`src/cie_pkg.sv`:
```
// Package for the core instruction execute subset.
// Assumes a 14-bit instruction word and a 13-bit program counter.
package cie_pkg;
	localparam int unsigned INSN_W    = 14;
	localparam int unsigned PC_W      = 13;
	localparam int unsigned ADDR_W    = 7;
	localparam int unsigned DATA_W    = 8;
	localparam int unsigned JUMP_W    = 11;
	localparam int unsigned LATCH_LO  = 3;
	localparam int unsigned DEST_POS  = 7;
	localparam logic [2:0] OP_JUMP_TOP  = 3'h5;
	localparam logic [5:0] OP_OR_LIT_TOP = 6'h38;
	localparam logic [5:0] OP_OR_REG    = 6'h04;
	localparam logic [5:0] OP_INC_REG   = 6'h0a;
	localparam logic [5:0] OP_COPY_REG  = 6'h08;
	localparam logic [7:0] ACC_RESET    = 8'h00;
	localparam logic [12:0] PC_RESET    = 13'h0000;
	localparam logic [1:0] JUMP_CYCLES  = 2'h2;

	typedef enum logic [2:0] {CIE_NONE, CIE_JUMP, CIE_OR_LIT, CIE_OR_REG, CIE_INC_REG, CIE_COPY_REG} cie_op_e;

	// One write to the data-memory file.
	typedef struct packed {
		logic                    en;
		logic [ADDR_W-1:0]       addr;
		logic [DATA_W-1:0]       data;
	} cie_fwr_s;
endpackage : cie_pkg

```
`src/cie_core.sv`:
```
// Execution of jump, OR literal, OR register, increment and copy instructions.
// Assumes the file read data for i_insn address is valid combinationally on i_file_rdata.
`timescale 1ns/1ns
module cie_core
	import cie_pkg::*;
(
	input  wire logic              i_clock,
	input  wire logic              i_srst,
	input  wire logic              i_ce,
	input  wire logic              i_insn_valid,
	input  wire logic [INSN_W-1:0] i_insn,
	input  wire logic [7:0]        i_upper_pc_latch,
	input  wire logic [DATA_W-1:0] i_file_rdata,
	output logic                   o_ready,
	output logic [PC_W-1:0]        o_pc,
	output logic [DATA_W-1:0]      o_acc,
	output logic                   o_zero,
	output cie_fwr_s               o_fwr
);

	// Decodes an instruction word into one of the handled operations.
	function automatic cie_op_e decode(input logic [INSN_W-1:0] w);
		cie_op_e r;
		r = CIE_NONE;
		if (w[13:11] == OP_JUMP_TOP)
			r = CIE_JUMP;
		else if (w[13:8] == OP_OR_LIT_TOP)
			r = CIE_OR_LIT;
		else if (w[13:8] == OP_OR_REG)
			r = CIE_OR_REG;
		else if (w[13:8] == OP_INC_REG)
			r = CIE_INC_REG;
		else if (w[13:8] == OP_COPY_REG)
			r = CIE_COPY_REG;
		return r;
	endfunction : decode

	logic [PC_W-1:0]   pc_q, pc_d;
	logic [DATA_W-1:0] acc_q, acc_d;
	logic              zero_q, zero_d;
	logic              ready_q, ready_d;
	cie_fwr_s          fwr_q, fwr_d;
	cie_op_e           op;
	logic [DATA_W-1:0] res;
	logic              dest_file;
	logic              upd;

	// Next-state computation for the execution unit.
	always_comb
	begin
		op        = decode(i_insn);
		pc_d      = pc_q;
		acc_d     = acc_q;
		zero_d    = zero_q;
		ready_d   = 1'b1;
		fwr_d     = '0;
		res       = i_file_rdata;
		upd       = 1'b0;
		dest_file = i_insn[DEST_POS];
		if (ready_q && i_insn_valid)
		begin
			pc_d = pc_q + 13'h0001;
			case (op)
				CIE_JUMP:
				begin
					pc_d   = {i_upper_pc_latch[4:LATCH_LO], i_insn[JUMP_W-1:0]};
					ready_d = 1'b0;
				end
				CIE_OR_LIT:
				begin
					res       = acc_q | i_insn[DATA_W-1:0];
					dest_file = 1'b0;
					upd       = 1'b1;
				end
				CIE_OR_REG:
				begin
					res = acc_q | i_file_rdata;
					upd = 1'b1;
				end
				CIE_INC_REG:
				begin
					res = i_file_rdata + 8'h01;
					upd = 1'b1;
				end
				CIE_COPY_REG:
				begin
					res = i_file_rdata;
					upd = 1'b1;
				end
				default:
				begin
					upd = 1'b0;
				end
			endcase
			if (upd)
			begin
				zero_d = (res == 8'h00);
				if (dest_file)
				begin
					fwr_d.en   = 1'b1;
					fwr_d.addr = i_insn[ADDR_W-1:0];
					fwr_d.data = res;
				end
				else
					acc_d = res;
			end
		end
	end

	// Registers, frozen while the clock enable is low except under synchronous reset.
	always_ff @(posedge i_clock)
	begin
		if (i_srst)
		begin
			pc_q   <= PC_RESET;
			acc_q  <= ACC_RESET;
			zero_q <= 1'b0;
			ready_q <= 1'b1;
			fwr_q  <= '0;
		end
		else if (i_ce)
		begin
			pc_q   <= pc_d;
			acc_q  <= acc_d;
			zero_q <= zero_d;
			ready_q <= ready_d;
			fwr_q  <= fwr_d;
		end
	end

	// Every output comes straight from its register, so no logic sits between a flip-flop and a pin.
	assign o_pc    = pc_q;
	assign o_acc   = acc_q;
	assign o_zero  = zero_q;
	assign o_fwr   = fwr_q;
	assign o_ready = ready_q;

	// A jump holds the unit busy for exactly its second cycle.
	jump_two_cycle_a: assert property (@(posedge i_clock) disable iff (i_srst)
		(i_ce && o_ready && i_insn_valid && decode(i_insn) == CIE_JUMP) |=> (!o_ready && $stable(o_zero)))
		else $error("jump did not take a second cycle");

	// Jump target taken from operand and latch.
	jump_target_a: assert property (@(posedge i_clock) disable iff (i_srst)
		(i_ce && o_ready && i_insn_valid && decode(i_insn) == CIE_JUMP)
		|=> (o_pc == {$past(i_upper_pc_latch[4:3]), $past(i_insn[10:0])}))
		else $error("jump target wrong");

	// OR literal lands in the accumulator.
	or_literal_acc_a: assert property (@(posedge i_clock) disable iff (i_srst)
		(i_ce && o_ready && i_insn_valid && decode(i_insn) == CIE_OR_LIT)
		|=> (o_acc == ($past(o_acc) | $past(i_insn[7:0])) && !o_fwr.en))
		else $error("or literal result wrong");

	// Increment written to the file when the target bit is set.
	inc_file_write_a: assert property (@(posedge i_clock) disable iff (i_srst)
		(i_ce && o_ready && i_insn_valid && decode(i_insn) == CIE_INC_REG && i_insn[7])
		|=> (o_fwr.en && o_fwr.data == $past(i_file_rdata) + 8'h01 && $stable(o_acc)))
		else $error("increment write wrong");

	// OR register into the accumulator when the target bit is clear.
	or_reg_acc_a: assert property (@(posedge i_clock) disable iff (i_srst)
		(i_ce && o_ready && i_insn_valid && decode(i_insn) == CIE_OR_REG && !i_insn[7])
		|=> (o_acc == ($past(o_acc) | $past(i_file_rdata)) && !o_fwr.en))
		else $error("or register result wrong");

	// Copy to itself still reports zero.
	copy_zero_test_a: assert property (@(posedge i_clock) disable iff (i_srst)
		(i_ce && o_ready && i_insn_valid && decode(i_insn) == CIE_COPY_REG && i_insn[7])
		|=> (o_zero == ($past(i_file_rdata) == 8'h00) && o_fwr.en && o_ready))
		else $error("copy zero test wrong");

	// Zero flag matches the accumulator after an accumulator update.
	zero_from_acc_a: assert property (@(posedge i_clock) disable iff (i_srst)
		(i_ce && o_ready && i_insn_valid && decode(i_insn) inside {CIE_OR_LIT, CIE_INC_REG} && !i_insn[7])
		|=> (o_zero == (o_acc == 8'h00)))
		else $error("zero flag wrong");

	// Single-cycle operations never stall the unit.
	single_cycle_a: assert property (@(posedge i_clock) disable iff (i_srst)
		(i_ce && o_ready && i_insn_valid && decode(i_insn) inside {CIE_OR_LIT, CIE_OR_REG, CIE_INC_REG})
		|=> (o_ready && o_pc == $past(o_pc) + 13'h0001))
		else $error("single cycle op stalled");

	// Copy into the accumulator when the target bit is clear.
	copy_to_acc_a: assert property (@(posedge i_clock) disable iff (i_srst)
		(i_ce && o_ready && i_insn_valid && decode(i_insn) == CIE_COPY_REG && !i_insn[7])
		|=> (o_acc == $past(i_file_rdata) && !o_fwr.en && o_zero == ($past(i_file_rdata) == 8'h00)))
		else $error("copy to accumulator wrong");

	// OR register written back to the addressed file register.
	or_reg_file_a: assert property (@(posedge i_clock) disable iff (i_srst)
		(i_ce && o_ready && i_insn_valid && decode(i_insn) == CIE_OR_REG && i_insn[7])
		|=> (o_fwr.en && o_fwr.addr == $past(i_insn[6:0]) && o_fwr.data == ($past(o_acc) | $past(i_file_rdata))
			&& $stable(o_acc)))
		else $error("or register write wrong");

	// Increment into the accumulator when the target bit is clear.
	inc_to_acc_a: assert property (@(posedge i_clock) disable iff (i_srst)
		(i_ce && o_ready && i_insn_valid && decode(i_insn) == CIE_INC_REG && !i_insn[7])
		|=> (o_acc == $past(i_file_rdata) + 8'h01 && !o_fwr.en))
		else $error("increment to accumulator wrong");

	// Zero flag follows the written byte when the result goes to the file.
	zero_from_file_a: assert property (@(posedge i_clock) disable iff (i_srst)
		(i_ce && o_ready && i_insn_valid && decode(i_insn) inside {CIE_OR_REG, CIE_INC_REG, CIE_COPY_REG} && i_insn[7])
		|=> (o_zero == (o_fwr.data == 8'h00)))
		else $error("zero flag for file write wrong");

	// The second cycle of a jump ignores any offered word and then frees the unit.
	jump_second_cycle_a: assert property (@(posedge i_clock) disable iff (i_srst)
		(i_ce && !o_ready)
		|=> (o_ready && $stable(o_pc) && $stable(o_acc) && $stable(o_zero) && !o_fwr.en))
		else $error("jump second cycle not idle");
endmodule : cie_core

```
`config.mk`:
```
export PLATFORM = sky130hd
export DESIGN_NAME = cie_core
export DESIGN_NICKNAME = d
export VERILOG_FILES = /design/src/cie_pkg.sv /design/src/cie_core.sv
export SDC_FILE = /design/constraint.sdc
export NUM_CORES = 1
export LEC_CHECK = 0
export BUFFER_PORTS_ARGS = -buffer_cell sky130_fd_sc_hd__clkbuf_2
export CAP_MARGIN = 25
export CORE_MARGIN = 4
export CORE_UTILIZATION = 51
export DETAILED_ROUTE_END_ITERATION = 6
export PLACE_DENSITY_LB_ADDON = 0.2
export SETUP_SLACK_MARGIN = 0.3
export SYNTH_ARGS = -nofsm -noshare
export SYNTH_HDL_FRONTEND = slang
export SYNTH_SLANG_ARGS = --single-unit
```
`constraint.sdc`:
```
create_clock -name i_clock -period 2.6 [get_ports i_clock]
set_clock_uncertainty 0.1 [all_clocks]
set_input_delay 0.13 -clock i_clock [delete_from_list [all_inputs] [get_ports i_clock]]
set_output_delay 0.13 -clock i_clock [all_outputs]
set_load 0.01 [all_outputs]
```
==> results.cfg, run 1 <==
[worst_setup_path]
critical_path_class = input port to flip-flop
cp_max_fo = 11
start_kind = input port
arrival_ps = 2220
worstPathRequired_ps = 2720
rr_worst_depth = 6
cp-end-kind = flip-flop

[sta]
slew_headroom_pct = 50.21
slew_viol_final = 0
tns_ps = 0
period_share_pct = 80.97
tightestPinTransition_ps = 746.8
setup_viol = 0
min_period_ps = 2105
finalHoldViolCount = 0
rsz0062_at_grt = false
finalWorstSetupSlack_ps = 494.8
max_freq_ghz = 0.4750

[die]
core_area_um2 = 4144
die_width_um = 74.62
ioPinCount = 73
start_util_pct = 54.62
dieArea_um2 = 5568
die-height_um = 74.62
rows = 23

[drt]
drt-total-wl_um = 6558
drtAntennaViolNets = 0
drc = 0
drt_pass1_iterations = 5
vias_per_cell = 6.068
post_drt_wl_per_cell_um = 15.88
routed-via-count = 2506
drtIter0Drc = 281

[final_layout]
post-route-util_pct = 66.24
fillCellCount = 374
syn_to_final_growth_pct = 21.28
final_cells = 413
final_cell_mix = clkbuf_2, nor2_1, dfxtp_1
stdcell_area_um2 = 2745
drive_above_1_share_pct = 24.52
final_nets = 398
antennaDiodeCount = 0
mostFrequentLayoutCell = clkbuf_2

[hold_path]
hold_path_class = input port to flip-flop
hold_depth = 3

[cts]
htree_levels = 2
path_clk_slew_ps = 80
cts_resized = 0
cts_buffer_depth = 2
cts_setup_buffers = 0
hold_buffers = 0
cts.root.buffer_cell = clkbuf_8
clk_latency_ps = 290
cts_sinks = 39
cts_tree = built
numCtsBuffers = 5

[grt]
grt_pass1_wl_um = 10170
first_global_vias = 2111
antenna_found_initial = 0
grt_start_max_net_pins = 40
overflow = 0
grt_use_total_pct = 23.78

[synth]
synthArstFlopShare_pct = 0
synth.distinct_cells = 61
synth_seq_area_share_pct = 34.49
yosysWarnings = 0
synth-main-ff-cell = dfxtp_1
synthesis.area_um2 = 2263
syn_area_per_cell_um2 = 7.520
synth_cells = 301
ys_ff_latch = 39
synth-edff-count = 0
syn-num-nets = 337

[power_and_ir_drop]
ir_drop_uv = 377.2
p_leak_nw = 1.103
pwr-share-comb_pct = 12.7
sw_frac_of_total_pct = 25.36
power.density_nw_per_um2 = 476.0
p_int_w = 0.0009754
switchingPower_w = 0.0003314
power.share.clock_pct = 40.4
seqPwrFrac_pct = 46.8

[place]
port_buffers = 66
dp_cells = 405
dpl-instance-area_um2 = 2628
place.gp.congestion = 0.8949
post-place-ws_ps = 203.2
place_hpwl_um = 4830

[job]
cap_viol_max_count = 0

[status]
status = complete, no violations
critical path, stage by stage:
cell and delay [ps]:
clkbuf_2 160, or4b_4 580, or2_1 360, o311a_1 390
a211oi_2 260, nand3_1 130, o31ai_2 220
sequential cells by signal, indices dropped and copies added, names as in the netlist:
register,flops
o_ready,1
o_zero,1
o_acc,8
o_pc,13
o_fwr,16
cells by family (layout without fill, tap and decap cells):
kind of cell	after synthesis	count (layout)	synth area share [%]
fa+ha+maj	2	2	1.105
buf+inv	27	89	4.920
flops	39	39	34.49
mux	3	3	1.327
simple gates	131	131	28.69
compound gates	98	98	29.08
xor+xnor	1	1	0.3870
power groups by stage:
stage / sequential, W / combinational [W] / clock [W]
floorplan: 0.000627 / 0.0000944 / 0
global placement: 0.000626 / 0.000161 / 0
detailed placement: 0.000626 / 0.000163 / 0
CTS: 0.000612 / 0.000164 / 0.000534
global route: 0.000613 / 0.000182 / 0.000561
finish: 0.000612 / 0.000167 / 0.000528
synthesized netlist by cell type (6+ instances only):
master     n  area [um^2]
nor2_1    44        165.2
dfxtp_1   39        780.8
nand2_1   32        120.1
a21oi_1   25        125.1
o21ai_0   18        90.09
clkbuf_1  16        60.06
nand3_1   14        70.07
a22oi_1   13        97.59
inv_1      8        30.03
nor3_1     7        35.03
a211oi_1   6        45.04
stage by stage:
| stage | hold WS (ps) | total power [W] |
|---|---|---|
| 2_1_floorplan | 174.1 | 0.0007217 |
| 3_3_place_gp | 337.7 | 0.0007869 |
| 3_5_place_dp | 355.6 | 0.0007889 |
| 4_1_cts | 49.64 | 0.001310 |
| 5_1_grt | 82.43 | 0.001356 |
| 6_report | 50.07 | 0.001307 |
cell type report:
class | count | area (um^2) | area share [%]
Sequential cell | 39 | 780.7 | 28.44
Multi-Input combinational cell | 235 | 1371 | 49.95
Tap cell | 50 | 62.56 | 2.279
Timing Repair Buffer | 73 | 382.9 | 13.95
Clock buffer | 6 | 82.58 | 3.008
Inverter | 8 | 30.03 | 1.094
Clock inverter | 2 | 35.03 | 1.276
final timing paths:
kind,startpoint,endpoint,slack (ps)
max reg2reg,o_pc[1],o_pc[11],670
min reg2reg,o_fwr[6],o_fwr[6],370
max,i_insn[12],o_zero,490
min,i_insn[2],o_fwr[10],50
routing by layer:
metal | track usage, % | up-vias | routed length, um
li1 | - | 1233 | -
met1 | 35.51 | 1126 | 2914
met2 | 34.54 | 131 | 2827
met3 | 4.673 | 16 | 689
met4 | 7.312 | 0 | 126
met5 | 0 | - | 0
(Power assumes the default switching activity.)
==> run 2, diff against run 1 <==
--- a/config.mk
+++ b/config.mk
@@ -5,6 +5,7 @@
 export SDC_FILE = /design/constraint.sdc
 export NUM_CORES = 1
 export LEC_CHECK = 0
+export ABC_AREA = 1
 export BUFFER_PORTS_ARGS = -buffer_cell sky130_fd_sc_hd__clkbuf_2
 export CAP_MARGIN = 25
 export CORE_MARGIN = 4
==> constraint.sdc (replaced) <==
create_clock -name i_clock -period 2.07 [get_ports i_clock]
set_clock_uncertainty 0.1 [all_clocks]
set_input_delay 0.1035 -clock i_clock [delete_from_list [all_inputs] [get_ports i_clock]]
set_output_delay 0.1035 -clock i_clock [all_outputs]
set_load 0.01 [all_outputs]
==> results.cfg, run 2 <==
[drt]
drtAntennaViolNets = 0
post_drt_wl_per_cell_um = 13.53
drtIter0Drc = 130
routed-via-count = 2522
drt_pass1_iterations = 4
vias_per_cell = 5.343
drc = 0
drt-total-wl_um = 6386

[die]
start_util_pct = 54.23
ioPinCount = 73
die_width_um = 74.38
dieArea_um2 = 5532
rows = 23
core_area_um2 = 4144
die-height_um = 74.38

[worst_setup_path]
r2r-end = o_pc[12]
rr_startpoint = o_pc[0]
critPathMaxStageDelay_ps = 380
crit_slowest_cell = dfxtp_2
path_cells = ha_4 > nand3_2 > nor3b_4 > nand3_2 > xor2_1 > o211ai_1 > nand2_1 > inv_1
crit_buf_inv = 1
start_kind = flip-flop
rr_worst_depth = 8
critPathTopFamily = simple AND/OR/NAND/NOR gates
crit_top_cell = nand3_2
critical_path_class = flip-flop to flip-flop
arrival_ps = 1850
r2r_slack_ps = 360
cp_max_fo = 4
cp-end-kind = flip-flop
worstPathRequired_ps = 2210

[power_and_ir_drop]
switchingPower_w = 0.0004218
p_leak_nw = 1.315
seqPwrFrac_pct = 51.4
ir_drop_uv = 413.6
sw_frac_of_total_pct = 28.17
p_int_w = 0.001076
pwr-share-comb_pct = 14.1
power.share.clock_pct = 34.5
power.density_nw_per_um2 = 524.4

[place]
port_buffers = 66
dpl-instance-area_um2 = 2623
place_hpwl_um = 4714
place.gp.congestion = 0.9549

[synth]
synthTopCellsByCount = nand2_1, dfxtp_1, inv_1
synthTopCellsByArea = dfxtp_1, nand2_1, a21oi_1
synthAdderAreaFrac_pct = 1.114
synth_compound_area_share_pct = 15.76
synth_cells = 342
synth_top_area_share_pct = 34.74
synthArstFlopShare_pct = 0
syn-num-nets = 378
syn_area_per_cell_um2 = 6.571
synth-main-ff-cell = dfxtp_1
ys_ff_latch = 39
synth_seq_area_share_pct = 34.74
synthMuxAreaShare_pct = 0
synthSimpleGateAreaFrac_pct = 37.14
synth.distinct_cells = 35
synth_top_cell_by_area = dfxtp_1
synthesis.area_um2 = 2247
synth-xor-area-share_pct = 2.728
yosysMostFrequentCell = nand2_1
synth_top_family_by_area = simple AND/OR/NAND/NOR gates
synth-edff-count = 0
yosysWarnings = 0

[hold_path]
hold_depth = 3
hold_path_class = input port to flip-flop
hp-start = i_insn[8]
min_to = o_pc[8]

[cts]
cts_buffer_depth = 2
cts_sinks = 39
clk_latency_ps = 290
cts.root.buffer_cell = clkbuf_8
htree_levels = 2
cts_tree = built
path_clk_slew_ps = 80
numCtsBuffers = 5

[sta]
min_period_ps = 1706
slew_viol_final = 0
tightestPinTransition_ps = 557.4
max_freq_ghz = 0.5862
tns_ps = 0
slew_headroom_pct = 62.80
period_share_pct = 82.41
rsz0062_at_grt = true
setup_viol = 0
finalHoldViolCount = 0

[grt]
grt_start_max_net_pins = 23
grt_pass1_wl_um = 9963
antenna_found_initial = 0
overflow = 0
grt_use_total_pct = 23.15
first_global_vias = 2249

[final_layout]
mostFrequentLayoutCell = nand2_1
drive_above_1_share_pct = 25.36
stdcell_area_um2 = 2855
antennaDiodeCount = 0
final_nets = 457
final_cell_mix = nand2_1, clkbuf_2, inv_1
regArea_um2 = 784.5
fillCellCount = 378
syn_to_final_growth_pct = 27.06
multi_input_area_um2 = 1321
largest_reg_flops = 16

[status]
status = complete, no violations

[job]
cap_viol_max_count = 0
## run 2: cell count changes in the layout (fill, tap and decap cells not counted), sizes merged, moves of 9 or more
cell	previous run	this run
dlygate4sd3	0	9
inv	8	38
nand2	32	104
a22oi	13	0
nor2	44	35
nand3	14	28
## run 2: final cells by class
| cell class | count | area share [%] |
|---|---|---|
| Multi-Input combinational cell | 256 | 46.28 |
| Sequential cell | 39 | 27.48 |
| Timing Repair Buffer | 79 | 15.78 |
| Inverter | 40 | 5.302 |
| Clock buffer | 6 | 2.542 |
| Tap cell | 50 | 2.191 |
| Clock inverter | 2 | 0.4382 |
## run 2: worst max-delay path by stage
stage,start,endpoint,slack (ps),cells past startpoint
finish,o_pc[0],o_pc[12],360,8
global route,o_pc[0],o_pc[10],250,7
CTS,o_pc[1],o_pc[12],310,8
detailed placement,o_pc[1],o_pc[12],180,8
global placement,o_pc[1],o_pc[12],210,8
floorplan,o_pc[1],o_pc[10],360,7
## run 2: kinds of logic after synthesis
logic type | count (synthesis)
xor gates and xnor gates | 7
AOI/OAI and AO/OA | 66
buffers and inverters | 47
and+or+nand+nor | 181
adders and majority gates | 2
DFF | 39
## run 2: power by group through the flow
stage	registers [W]	logic (W)	clock network, W
2_1_floorplan	0.000789	0.000105	0
3_3_place_gp	0.000785	0.000186	0
3_5_place_dp	0.000786	0.000189	0
4_1_cts	0.000768	0.000204	0.000525
5_1_grt	0.000772	0.000234	0.000569
6_report	0.000770	0.000210	0.000517
## run 2: worst reg2reg max path, cell delays in order, from the launching register on
cell and delay, ps:
dfxtp_2 380, ha_4 160, nand3_2 120, nor3b_4 320
nand3_2 130, xor2_1 150, o211ai_1 160, nand2_1 70
inv_1 60
## run 2: what timing repair did
action	4_1_cts	5_1_grt
gates resized for setup	1	10
endpoints found under the hold margin	10	0
endpoints found under the setup margin	3	8
pin swaps	0	2
hold buffers	9	0
setup buffers	0	1
## run 2: metrics by stage
| step | std cells | hold slack, ps | setup slack, ps | total power, W | utilization (%) |
|---|---|---|---|---|---|
| 6_report | 472 | 40.74 | 364.0 | 0.001497 | 68.90 |
| 5_1_grt | 472 | 75.75 | 245.8 | 0.001574 | 68.90 |
| 4_1_cts | 471 | 27.38 | 309.7 | 0.001497 | 67.63 |
| 3_5_place_dp | 454 | 274.8 | 182.4 | 0.0009748 | 63.29 |
| 3_3_place_gp | 454 | 269.7 | 210.9 | 0.0009711 | 63.29 |
| 2_1_floorplan | 342 | 146.4 | 358.5 | 0.0008934 | - |
## run 2: metal layers
| metal | vias up | part of all wire, % | global-route usage [%] | routed length (um) |
|---|---|---|---|---|
| met1 | 1157 | 42 | 29.15 | 2694 |
| met5 | - | 0 | 0 | 0 |
| met4 | 0 | 1.8 | 9.091 | 117 |
| li1 | 1271 | - | - | - |
| met2 | 82 | 50 | 38.83 | 3172 |
| met3 | 12 | 6.3 | 4.595 | 402 |
==> run 3, diff against run 2 <==
--- a/config.mk
+++ b/config.mk
@@ -5,11 +5,11 @@
 export SDC_FILE = /design/constraint.sdc
 export NUM_CORES = 1
 export LEC_CHECK = 0
-export ABC_AREA = 1
+export ABC_AREA = 0
 export BUFFER_PORTS_ARGS = -buffer_cell sky130_fd_sc_hd__clkbuf_2
 export CAP_MARGIN = 25
 export CORE_MARGIN = 4
-export CORE_UTILIZATION = 51
+export CORE_UTILIZATION = 46
 export DETAILED_ROUTE_END_ITERATION = 6
 export PLACE_DENSITY_LB_ADDON = 0.2
 export SETUP_SLACK_MARGIN = 0.3
==> constraint.sdc (replaced) <==
create_clock -name i_clock -period 1.4 [get_ports i_clock]
set_clock_uncertainty 0.1 [all_clocks]
set_input_delay 0.07 -clock i_clock [delete_from_list [all_inputs] [get_ports i_clock]]
set_output_delay 0.07 -clock i_clock [all_outputs]
set_load 0.01 [all_outputs]
==> results.cfg, run 3 (same netlist as run 1, synthesis figures left out) <==
[status]
status = finished, violations left
failed_checks = setup timing

[die]
rows = 25
ioPinCount = 73
core_area_um2 = 4755
dieArea_um2 = 6107
die-height_um = 78.15
die_width_um = 78.15
start_util_pct = 47.61

[grt]
first_global_vias = 2915
grt_use_total_pct = 29.21
grt_pass1_wl_um = 14270
overflow = 0
antenna_found_initial = 0
grt_start_max_net_pins = 40

[sta]
max_freq_ghz = 0.5459
min_period_ps = 1832
slew_headroom_pct = 65.65
holdWs_ps = 16.21
rsz0062_at_grt = true
tightestPinTransition_ps = 515.2
slew_viol_final = 0
finalWorstSetupSlack_ps = -431.7
setup_viol = 36
period_share_pct = 130.8
finalHoldViolCount = 0

[worst_setup_path]
cp_max_fo = 4
cp-end-kind = flip-flop
r2r_slack_ps = -320
cp-startpoint = i_insn[13]
arrival_ps = 1970
rr_startpoint = o_ready
worstPathRequired_ps = 1540
critical_path_class = input port to flip-flop
start_kind = input port
rr_worst_depth = 6

[drt]
drt_pass1_iterations = 5
vias_per_cell = 6.176
drtIter0Drc = 316
routed-via-count = 3193
post_drt_wl_per_cell_um = 19.74
drc = 0
drtAntennaViolNets = 0
drt-total-wl_um = 10200

[power_and_ir_drop]
pwr-share-comb_pct = 21.8
ir_drop_uv = 727.6
switchingPower_w = 0.0007904
power.density_nw_per_um2 = 669.2
seqPwrFrac_pct = 41.5
sw_frac_of_total_pct = 29.08
power.share.clock_pct = 36.8
p_int_w = 0.001927
p_leak_nw = 1.685

[final_layout]
final_nets = 485
drive_above_1_share_pct = 56.00
post-route-util_pct = 85.42
final_cells = 517
fillCellCount = 274
antennaDiodeCount = 0
largest_reg_flops = 16
final_cell_mix = clkbuf_2, buf_4, nor2_1
syn_to_final_growth_pct = 79.44

[hold_path]
hold_depth = 3
hold_path_class = input port to flip-flop
hp-start = i_upper_pc_latch[3]

[cts]
cts.root.buffer_cell = clkbuf_8
numCtsBuffers = 5
path_clk_slew_ps = 90
clk_latency_ps = 310
cts_tree = built
cts_sinks = 39
htree_levels = 2
cts_buffer_depth = 2

[job]
cap_viol_max_count = 0

[place]
post-place-ws_ps = -712.4
place_hpwl_um = 5751
port_buffers = 66
place.gp.congestion = 0.8915
dp_cells = 480
[run 3: cell types whose count changed in the layout (fill, tap and decap cells not counted), sizes merged, moves of 9 or more]
cell	before	now
inv	38	9
nor2	35	44
a22oi	0	13
nand3	28	14
nand2	104	32
buf	4	96
[run 3: stage by stage]
stage / area, um^2 / TNS, ps / power [W]
floorplan: 2566 / -6675 / 0.001383
global route: 4061 / -10130 / 0.002791
finish: 4061 / -7390 / 0.002718
CTS: 3736 / -4227 / 0.002611
global placement: 3279 / -12780 / 0.001564
detailed placement: 3279 / -13610 / 0.001574
[run 3: worst max-delay path, stage by stage]
cell	delay, ps
clkbuf_2	90
buf_6	120
or3b_4	360
a311o_1	380
a221oi_1	440
nor3_2	100
a21o_1	170
o31ai_2	230
[run 3: worst paths after layout]
kind / endpoint
min reg2reg: o_fwr[6]
min: o_pc[11]
max: o_zero
max reg2reg: o_zero
[run 3: cell type report]
| type | instances | area [um^2] | area share (%) |
|---|---|---|---|
| Sequential cell | 39 | 808.3 | 19.90 |
| Inverter | 8 | 30.03 | 0.7394 |
| Tap cell | 67 | 83.83 | 2.064 |
| Clock inverter | 3 | 46.29 | 1.140 |
| Multi-Input combinational cell | 236 | 1797 | 44.24 |
| Clock buffer | 5 | 68.82 | 1.694 |
| Timing Repair Buffer | 159 | 1227 | 30.22 |
[run 3: timing repair]
| item | CTS | global route |
|---|---|---|
| endpoints found under the hold margin | 3 | 0 |
| setup buffers | 12 | 12 |
| pin swaps | 33 | 33 |
| hold buffers | 3 | 0 |
| gates resized for setup | 55 | 50 |
| endpoints found under the setup margin | 42 | 45 |
| cloned | 1 | 1 |
[run 3: layer usage]
| metal | global-route usage (%) | share of wire [%] | up-vias | wire length [um] |
|---|---|---|---|---|
| li1 | - | - | 1413 | - |
| met1 | 34.97 | 37 | 1521 | 3748 |
| met2 | 51.80 | 51 | 224 | 5216 |
| met3 | 4.128 | 7.8 | 35 | 800 |
| met4 | 12.76 | 4.3 | 0 | 438 |
| met5 | 0 | 0 | - | 0 |
[run 3: power groups by stage]
stage          combinational (W)  sequential, W  clock (W)
2_1_floorplan           0.000220        0.00116          0
3_3_place_gp            0.000414        0.00115          0
3_5_place_dp            0.000423        0.00115          0
4_1_cts                 0.000493        0.00113   0.000992
5_1_grt                 0.000625        0.00113    0.00104
6_report                0.000591        0.00113   0.000999
